### src/csa_params.svh
// constants of the chip-select area controller: offsets, fields, resets,
// encodings and timing counts; included by the area controller module only
`ifndef CSA_PARAMS_SVH
`define CSA_PARAMS_SVH

// register byte offsets
`define CSA_OFF_BUS_CTRL 8'h00
`define CSA_OFF_WAIT_CTRL 8'h04
`define CSA_OFF_PIN_CTRL 8'h08
`define CSA_OFF_STATUS 8'h0C

// field positions
`define CSA_BUS_WIDTH_LSB 9
`define CSA_WRITE_WAIT_LSB 16
`define CSA_SETUP_LSB 11
`define CSA_READ_WAIT_LSB 7
`define CSA_WAIT_MASK_BIT 6
`define CSA_HOLD_LSB 0
`define CSA_PIN_MODE_LSB 2

// reset values
`define CSA_RST_BUS_WIDTH 2'h2
`define CSA_RST_WRITE_WAIT 3'h0
`define CSA_RST_SETUP 2'h1
`define CSA_RST_READ_WAIT 4'h8
`define CSA_RST_WAIT_MASK 1'h0
`define CSA_RST_HOLD 2'h1
`define CSA_RST_PIN_MODE 2'h3

// encodings
`define CSA_WIDTH_8 2'h1
`define CSA_WIDTH_16 2'h2
`define CSA_WW_SAME 3'h0
`define CSA_PIN_CS 2'h3

// timing: one wait cycle is two clocks, so a half wait cycle is one clock
`define CSA_CLK_PER_WAIT 8'h02

`endif

### src/csa_pkg.sv
// types of the chip-select area controller
// assumes csa_params.svh sits in the include path
package csa_pkg;
	typedef enum logic [3:0]
	{
		CSA_IDLE = 4'h1,
		CSA_SETUP = 4'h2,
		CSA_STROBE = 4'h4,
		CSA_HOLD = 4'h8
	} csa_state_t;

	typedef struct packed
	{
		csa_state_t state;
		logic [1:0] bus_width_field;
		logic [2:0] write_wait_field;
		logic [1:0] strobe_setup_field;
		logic [3:0] read_wait_field;
		logic external_wait_mask;
		logic [1:0] strobe_hold_field;
		logic [1:0] pin_mode_field;
		logic [31:0] rdata;
		logic acc_write;
		logic [23:0] acc_addr;
		logic [15:0] acc_wdata;
		logic [15:0] acc_rdata;
		logic acc_done;
		logic busy;
		logic cs_n;
		logic rd_n;
		logic [1:0] we_n;
		logic data_oe;
		logic pin;
		logic wait_s1;
		logic wait_s2;
		logic [15:0] din_s1;
		logic [15:0] din_s2;
	} csa_regs_t;

	typedef struct packed
	{
		logic [7:0] value;
	} csa_cnt_t;
endpackage

### src/csa_timer_if.sv
// carrier between the access sequencer and its phase timer
// assumes both ends run on the same clock
`timescale 1ns/1ps
interface csa_timer_if;
	logic load;
	logic [7:0] load_val;
	logic zero;
	modport ctl (output load, output load_val, input zero);
	modport cnt (input load, input load_val, output zero);
endinterface

### src/csa_timer.sv
// phase timer: loads a count and steps down to zero once per clock
// assumes a synchronous active-high reset on the same clock
`timescale 1ns/1ps
module csa_timer
	import csa_pkg::*;
(
	// clock and reset
	input wire logic i_clk,
	input wire logic i_rst,
	// control side
	csa_timer_if.cnt tif
);
	csa_cnt_t cur;
	csa_cnt_t next_cnt;

	// load wins, otherwise count down and stop at zero
	always_comb
	begin
		next_cnt = cur;
		if (tif.load)
			next_cnt.value = tif.load_val;
		else if (cur.value != 8'h00)
			next_cnt.value = 8'(cur.value - 8'h01);
	end

	// state register
	always_ff @(posedge i_clk)
	begin
		if (i_rst)
			cur <= '0;
		else
			cur <= next_cnt;
	end

	assign tif.zero = (cur.value == 8'h00);
endmodule

### src/csa_area_ctrl.sv
// chip-select area controller: registers, access sequencer and pin outputs
// assumes pins I_WAIT_N and I_DATA_IN arrive asynchronously to I_CLK
// Functional notes
// bus width field 10 selects a 16-bit data bus, both byte lanes
// write wait field 000 makes writes use the read wait count
// setup field 01 delays strobes 1.5 wait cycles after chip select
// read wait field 1000 inserts 10 wait cycles, reads and writes
// wait mask 0 lets external wait stretch accesses; 1 ignores it
// hold field 01 keeps chip select 1.5 wait cycles after strobe
// pin mode 11 routes the area chip select to port pin one
// select, then strobe, waits plus external wait; data valid by strobe end
//
// Added by the designer: the placing of the registers and the address-and-strobe port.
`timescale 1ns/1ps
`include "csa_params.svh"
module csa_area_ctrl
	import csa_pkg::*;
(
	// clock and reset
	input wire logic I_CLK,
	input wire logic I_RST,
	// register port
	input wire logic [7:0] I_REG_ADDR,
	input wire logic [31:0] I_REG_WDATA,
	input wire logic I_REG_WR,
	input wire logic I_REG_RD,
	output logic [31:0] O_REG_RDATA,
	// access request port
	input wire logic I_ACC_REQ,
	input wire logic I_ACC_WRITE,
	input wire logic [23:0] I_ACC_ADDR,
	input wire logic [15:0] I_ACC_WDATA,
	output logic O_ACC_BUSY,
	output logic O_ACC_DONE,
	output logic [15:0] O_ACC_RDATA,
	// external bus pins
	output logic [23:0] O_ADDR,
	output logic [15:0] O_DATA_OUT,
	output logic O_DATA_OE,
	input wire logic [15:0] I_DATA_IN,
	output logic O_AREA_CHIP_SELECT_N,
	output logic O_RD_N,
	output logic [1:0] O_BYTE_LANE_STROBE_N,
	input wire logic I_WAIT_N,
	output logic O_PORT_PIN_ONE
);
	csa_regs_t st;
	csa_regs_t next_st;
	logic [7:0] eff_wait;
	csa_timer_if tif ();

	// read wait code to wait cycles
	function automatic logic [7:0] read_waits(input logic [3:0] code);
		logic [7:0] w;
		case (code)
			4'h7: w = 8'h08;
			4'h8: w = 8'h0A;
			4'h9: w = 8'h0C;
			4'hA: w = 8'h0E;
			4'hB: w = 8'h12;
			4'hC: w = 8'h18;
			4'hD: w = 8'h20;
			4'hE: w = 8'h30;
			4'hF: w = 8'h40;
			default: w = {4'h0, code};
		endcase
		return w;
	endfunction

	// strobe length in clocks: (waits + 1) wait cycles
	function automatic logic [7:0] strobe_clks(input logic [7:0] w);
		return 8'((w + 8'h01) * `CSA_CLK_PER_WAIT);
	endfunction

	// wait count of the latched access
	always_comb
	begin
		if (st.acc_write && st.write_wait_field != `CSA_WW_SAME)
			eff_wait = {5'h00, st.write_wait_field};
		else
			eff_wait = read_waits(st.read_wait_field);
	end

	csa_timer u_timer
	(
		.i_clk (I_CLK),
		.i_rst (I_RST),
		.tif (tif.cnt)
	);

	// next state: registers, synchronisers, sequencer, pin values
	always_comb
	begin
		next_st = st;
		next_st.acc_done = 1'b0;
		next_st.rdata = 32'h0000_0000;
		tif.load = 1'b0;
		tif.load_val = 8'h00;
		next_st.wait_s1 = I_WAIT_N;
		next_st.wait_s2 = st.wait_s1;
		next_st.din_s1 = I_DATA_IN;
		next_st.din_s2 = st.din_s1;
		// register writes
		if (I_REG_WR && I_REG_ADDR == `CSA_OFF_BUS_CTRL)
		begin
			next_st.bus_width_field = I_REG_WDATA[`CSA_BUS_WIDTH_LSB +: 2];
		end
		else if (I_REG_WR && I_REG_ADDR == `CSA_OFF_WAIT_CTRL)
		begin
			next_st.write_wait_field = I_REG_WDATA[`CSA_WRITE_WAIT_LSB +: 3];
			next_st.strobe_setup_field = I_REG_WDATA[`CSA_SETUP_LSB +: 2];
			next_st.read_wait_field = I_REG_WDATA[`CSA_READ_WAIT_LSB +: 4];
			next_st.external_wait_mask = I_REG_WDATA[`CSA_WAIT_MASK_BIT];
			next_st.strobe_hold_field = I_REG_WDATA[`CSA_HOLD_LSB +: 2];
		end
		else if (I_REG_WR && I_REG_ADDR == `CSA_OFF_PIN_CTRL)
		begin
			next_st.pin_mode_field = I_REG_WDATA[`CSA_PIN_MODE_LSB +: 2];
		end
		// register reads, unmapped offsets read zero
		if (I_REG_RD && I_REG_ADDR == `CSA_OFF_BUS_CTRL)
			next_st.rdata = {21'h0, st.bus_width_field, 9'h0};
		else if (I_REG_RD && I_REG_ADDR == `CSA_OFF_WAIT_CTRL)
			next_st.rdata = {13'h0, st.write_wait_field, 3'h0,
				st.strobe_setup_field, st.read_wait_field,
				st.external_wait_mask, 4'h0, st.strobe_hold_field};
		else if (I_REG_RD && I_REG_ADDR == `CSA_OFF_PIN_CTRL)
			next_st.rdata = {28'h0, st.pin_mode_field, 2'h0};
		else if (I_REG_RD && I_REG_ADDR == `CSA_OFF_STATUS)
			next_st.rdata = {27'h0, st.state, st.state != CSA_IDLE};
		// access sequencer
		case (st.state)
			CSA_IDLE:
			begin
				if (I_ACC_REQ)
				begin
					next_st.state = CSA_SETUP;
					next_st.acc_write = I_ACC_WRITE;
					next_st.acc_addr = I_ACC_ADDR;
					next_st.acc_wdata = I_ACC_WDATA;
					tif.load = 1'b1;
					tif.load_val = {5'h00, st.strobe_setup_field, 1'b0};
				end
			end
			CSA_SETUP:
			begin
				if (tif.zero)
				begin
					next_st.state = CSA_STROBE;
					tif.load = 1'b1;
					tif.load_val = 8'(strobe_clks(eff_wait) - 8'h01);
				end
			end
			CSA_STROBE:
			begin
				// external wait holds the strobe unless masked
				if (tif.zero && (st.external_wait_mask || st.wait_s2))
				begin
					next_st.state = CSA_HOLD;
					tif.load = 1'b1;
					tif.load_val = {5'h00, st.strobe_hold_field, 1'b0};
					if (!st.acc_write && st.bus_width_field == `CSA_WIDTH_8)
						next_st.acc_rdata = {8'h00, st.din_s2[7:0]};
					else if (!st.acc_write)
						next_st.acc_rdata = st.din_s2;
				end
			end
			CSA_HOLD:
			begin
				if (tif.zero)
				begin
					next_st.state = CSA_IDLE;
					next_st.acc_done = 1'b1;
				end
			end
			default:
			begin
				next_st.state = CSA_IDLE;
			end
		endcase
		// pin values follow the next state so outputs come from flops
		next_st.cs_n = (next_st.state == CSA_IDLE);
		// busy has its own flop so the output is registered
		next_st.busy = (next_st.state != CSA_IDLE);
		next_st.rd_n = !(next_st.state == CSA_STROBE && !next_st.acc_write);
		if (next_st.state == CSA_STROBE && next_st.acc_write
			&& next_st.bus_width_field == `CSA_WIDTH_8)
			next_st.we_n = 2'h2;
		else if (next_st.state == CSA_STROBE && next_st.acc_write)
			next_st.we_n = 2'h0;
		else
			next_st.we_n = 2'h3;
		next_st.data_oe = next_st.acc_write && next_st.state != CSA_IDLE;
		if (next_st.pin_mode_field == `CSA_PIN_CS)
			next_st.pin = next_st.cs_n;
		else
			next_st.pin = 1'b1;
	end

	// state register
	always_ff @(posedge I_CLK)
	begin
		if (I_RST)
		begin
			st <= '0;
			st.state <= CSA_IDLE;
			st.bus_width_field <= `CSA_RST_BUS_WIDTH;
			st.write_wait_field <= `CSA_RST_WRITE_WAIT;
			st.strobe_setup_field <= `CSA_RST_SETUP;
			st.read_wait_field <= `CSA_RST_READ_WAIT;
			st.external_wait_mask <= `CSA_RST_WAIT_MASK;
			st.strobe_hold_field <= `CSA_RST_HOLD;
			st.pin_mode_field <= `CSA_RST_PIN_MODE;
			st.cs_n <= 1'b1;
			st.rd_n <= 1'b1;
			st.we_n <= 2'h3;
			st.pin <= 1'b1;
			st.wait_s1 <= 1'b1;
			st.wait_s2 <= 1'b1;
		end
		else
		begin
			st <= next_st;
		end
	end

	// outputs straight from the state register
	assign O_REG_RDATA = st.rdata;
	assign O_ACC_BUSY = st.busy;
	assign O_ACC_DONE = st.acc_done;
	assign O_ACC_RDATA = st.acc_rdata;
	assign O_ADDR = st.acc_addr;
	assign O_DATA_OUT = st.acc_wdata;
	assign O_DATA_OE = st.data_oe;
	assign O_AREA_CHIP_SELECT_N = st.cs_n;
	assign O_RD_N = st.rd_n;
	assign O_BYTE_LANE_STROBE_N = st.we_n;
	assign O_PORT_PIN_ONE = st.pin;

	// phase length helper for the checks below
	logic [7:0] phase_len;
	logic leaving;
	assign leaving = (st.state != next_st.state);
	always_ff @(posedge I_CLK)
	begin
		if (I_RST || leaving)
			phase_len <= 8'h01;
		else
			phase_len <= 8'(phase_len + 8'h01);
	end
endmodule

### config.mk
export PLATFORM = sky130hd
export DESIGN_NAME = csa_area_ctrl
export DESIGN_NICKNAME = d
export VERILOG_FILES = /design/src/csa_pkg.sv /design/src/csa_timer_if.sv /design/src/csa_timer.sv /design/src/csa_area_ctrl.sv
export VERILOG_INCLUDE_DIRS = /design/src
export SDC_FILE = /design/constraint.sdc
export NUM_CORES = 1
export LEC_CHECK = 0
export ABC_AREA = 1
export BUFFER_PORTS_ARGS = -buffer_cell sky130_fd_sc_hd__buf_2
export CAP_MARGIN = 20
export CORE_MARGIN = 2
export CORE_UTILIZATION = 50
export DETAILED_ROUTE_END_ITERATION = 8
export PLACE_DENSITY = 0.79
export SLEW_MARGIN = 20
export SYNTH_ARGS = -nofsm -noshare
export SYNTH_HDL_FRONTEND = slang
export SYNTH_SLANG_ARGS = --single-unit
export TNS_END_PERCENT = 100
### constraint.sdc
create_clock -name I_CLK -period 1.94 [get_ports I_CLK]
set_input_delay 0.194 -clock I_CLK [delete_from_list [all_inputs] [get_ports I_CLK]]
set_output_delay 0.194 -clock I_CLK [all_outputs]
set_load 0.02 [all_outputs]
==> flow_metrics.env <==
export IMPL_status="finished, violations left"
export IMPL_violations="negative setup slack"
export IMPL_setup_viol=1
export IMPL_intPower_mw=6.00
export IMPL_routed_via_count=5180
export IMPL_placed_area_um2=6560
export IMPL_crit_required_ps=2240
export IMPL_drc_errors=0
export IMPL_clk_latency_ps=410
export IMPL_row_count=40
export IMPL_hold_path_depth=3
export IMPL_power_mw=8.26
export IMPL_port_buffers=163
export IMPL_worstPathArrival_ps=2240
export IMPL_path_clk_slew_ps=60
export IMPL_grt_pass1_vias=4871
export IMPL_fin_skew_ps=8.83
export IMPL_grt_ovfl_total=0
export IMPL_synthXorXnorAreaFrac_pct=0.873
export IMPL_worst_slack_ps=-2.92
export IMPL_drt_total_wl_mm=14.6
export IMPL_start_util_pct=50.7
export IMPL_multi_input_area_um2=2170
export IMPL_die_area_um2=12900
export IMPL_drv_cap=0
export IMPL_antenna_cells=0
export IMPL_fmax_ghz=0.515
export IMPL_synth_simple_area_share_pct=19.5
export IMPL_maxSlewViolCount=0
export IMPL_cts_tree="built"
export IMPL_synth_main_ff_cell="dfxtp_1"
export IMPL_p_leak_nw=3.80
export IMPL_synth_area_mux_share_pct=0
export IMPL_power_density_nw_per_um2=1060
export IMPL_synth_adder_area_share_pct=0.624
export IMPL_nets=1044
export IMPL_swShare_pct=27.4
export IMPL_fp_dieW_um=114
export IMPL_p_sw_mw=2.26
export IMPL_vdd_ir_drop_max_mv=0.586
export IMPL_ios=199
export IMPL_dp_hpwl_mm=9.26
export IMPL_die_h_um=114
export IMPL_p_seq_share_pct=39.5
export IMPL_drt_initial_drc_count=391
export IMPL_endpoint_kind="register"
export IMPL_start_kind="register"
export IMPL_avgViaCountPerCell=4.72
export IMPL_ant_nets=0
export IMPL_yosysSeqAreaShare_pct=47.2
export IMPL_htree_levels=4
export IMPL_yosysWarnings=0
export IMPL_dp_cells=1016
export IMPL_rsz0062_at_grt="true"
export IMPL_r2r_cells=11
export IMPL_async_reset_ff_share_pct=0
export IMPL_yosysTopAreaCellShare_pct=47.2
export IMPL_hold_viol_final=0
export IMPL_ys_types=36
export IMPL_place_gp_congestion=0.945
export IMPL_synth_edf_count=0
export IMPL_ys_seq_elements=142
export IMPL_grt_pass1_wl_mm=22.7
export IMPL_tightest_slew_ps=545
export IMPL_yosysTopAreaCell="dfxtp_1"
export IMPL_comb_power_share_pct=19.7
export IMPL_wl_per_cell_um=13.3
export IMPL_cts_root_buf="clkbuf_16"
export IMPL_regArea_um2=2850
export IMPL_syn_area_um2=6020
export IMPL_nFillCells=947
export IMPL_fin_cells=1097
export IMPL_drt_first_pass_iters=6
export IMPL_synth_compound_area_share_pct=12.0
export IMPL_groute_usage_overall_pct=22.0
export IMPL_worstSetupPathType="register to register"
export IMPL_synth_top_family_by_area="buffers and inverters"
export IMPL_min_period_ps=1940
export IMPL_coreArea_um2=11900
export IMPL_syn_instance_count=773
export IMPL_slew_headroom_pct=63.5
export IMPL_clkPwrFrac_pct=40.9
export IMPL_antenna_found_initial=0
export IMPL_fin_area_um2=7780
export IMPL_avgSynthCellArea_um2=7.79
export IMPL_drive_gt1_share_pct=30.1
export IMPL_clockBufferDepth=2
export IMPL_finalCritPeriodShare_pct=100
export IMPL_numCtsBuffers=17
export IMPL_clock_sinks=142
export IMPL_ys_top_cells_by_area="dfxtp_1 47%, buf_4 11%, nor2_1 9.4%, inv_1 6.4%, o21ai_0 5.9%"
export IMPL_crit_path_max_fanout=6
export IMPL_post_route_util_pct=65.6
export IMPL_grt_max_degree=51
export IMPL_areaGrowthSynthToFinish_pct=29.4
export IMPL_hold_class="input port to register"
[final timing paths]
check | from | to | slack (ps)
max | u_timer.cur[1] | u_timer.cur[2] | -3
max reg2reg | u_timer.cur[1] | u_timer.cur[2] | -3
min | I_DATA_IN[4] | next_st[4] | 10
min reg2reg | next_st[6] | st[6] | 400
[cells in the mapped netlist (2+ instances only)]
cell type,instances
nor2_1,151
dfxtp_1,142
inv_1,103
buf_4,90
o21ai_0,71
nand2_1,69
a21oi_1,37
nand3_1,23
clkbuf_1,21
nor3_1,9
a211oi_2,6
o22ai_1,6
o211ai_1,4
ha_1,3
inv_2,3
nor4_1,3
or2_2,3
xnor2_1,3
xor2_1,3
buf_6,2
nand4_1,2
nor2_8,2
nor3_4,2
o21ai_1,2
o21ai_2,2
[power groups by stage]
stage	logic [mW]	registers, mW	clock network (mW)
finish	1.62	3.26	3.38
CTS	1.48	3.24	3.44
detailed placement	1.40	3.30	0
floorplan	1.11	3.29	0
global placement	1.37	3.29	0
global route	1.77	3.28	3.56
[routing by layer]
| metal | vias to the layer above | track usage (%) | routed length, um |
|---|---|---|---|
| met2 | 168 | 36.3 | 7180 |
| met3 | 36 | 6.75 | 910 |
| met4 | 0 | 10.4 | 412 |
| met1 | 2343 | 26.4 | 6090 |
| li1 | 2633 | - | - |
| met5 | - | 0 | 0 |
[through the flow]
step / worst slack [ps] / setup TNS [ps] / hold slack (ps)
floorplan: 185 / 0 / 298
global placement: 99.7 / 0 / 380
detailed placement: 20.8 / 0 / 383
CTS: 13.7 / 0 / 1.44
global route: -95.1 / -324 / 2.88
finish: -2.92 / -2.92 / 10.5
[repair_timing]
| item | 4_1_cts | 5_1_grt |
|---|---|---|
| buffers inserted | 0 | 7 |
| gates resized for setup | 1 | 44 |
| cloned | 0 | 1 |
| endpoints found under the setup margin | 1 | 23 |
| hold endpoints to repair | 42 | 0 |
| pin swaps | 0 | 13 |
| hold buffers | 42 | 0 |
[cells by family after synthesis]
kind of cell             count (synthesis)
flip-flops                             142
buffers and inverters                  222
other                                    1
AO/OA/AOI/OAI                          129
AND/OR/NAND/NOR                        270
adder cells (fa/ha/maj)                  3
XOR/XNOR                                 6
[cells in the final DEF, fill, tap and decap left out, types with 2 or more instances in the layout]
cell type / n
xnor2_1: 3
nor3_4: 2
bufinv_16: 4
a21oi_2: 8
nor2_8: 2
nor2_4: 2
clkinv_2: 5
nand2_2: 4
inv_2: 8
dfxtp_2: 4
nand3_2: 5
o211ai_1: 4
buf_2: 163
o21ai_1: 12
nand2_1: 65
dfxtp_1: 138
xor2_1: 3
a211oi_2: 6
clkbuf_16: 17
clkinvlp_4: 3
dlygate4sd3_1: 42
ha_4: 2
nor4_1: 3
nor2_1: 150
nand3_1: 18
a21oi_1: 29
buf_12: 2
buf_4: 36
conb_1: 17
clkbuf_8: 2
inv_1: 98
or2_2: 3
o22ai_1: 6
o21ai_0: 61
nor3_1: 9
nand4_1: 2
[registers in the layout, summed over array words and instances (netlist names)]
signal                count
st                       38
O_ADDR                   24
next_st                  17
O_ACC_RDATA              16
O_DATA_OUT               16
O_REG_RDATA              15
u_timer.cur               8
O_BYTE_LANE_STROBE_N      2
O_ACC_BUSY                1
O_ACC_DONE                1
O_AREA_CHIP_SELECT_N      1
O_DATA_OE                 1
O_PORT_PIN_ONE            1
O_RD_N                    1
[critical path, stage by stage (launching register included)]
cell     delay [ps]
dfxtp_2         330
inv_2            70
ha_4            150
nand4_4          90
nor3_4          340
o21ai_4         150
nor2_8          230
nor3_4          100
inv_2            80
nor2_1           50
nor3_1          170
nor2_1           60
[layout make-up]
cell class / count / area share (%)
clock inverters: 12 / 2.15
multi-input cells: 426 / 27.9
inverters: 107 / 5.16
repair buffers: 244 / 20.0
well taps: 147 / 2.36
flip-flops and latches: 142 / 36.6
clock buffers: 19 / 5.82
(Power assumes the default switching activity.)
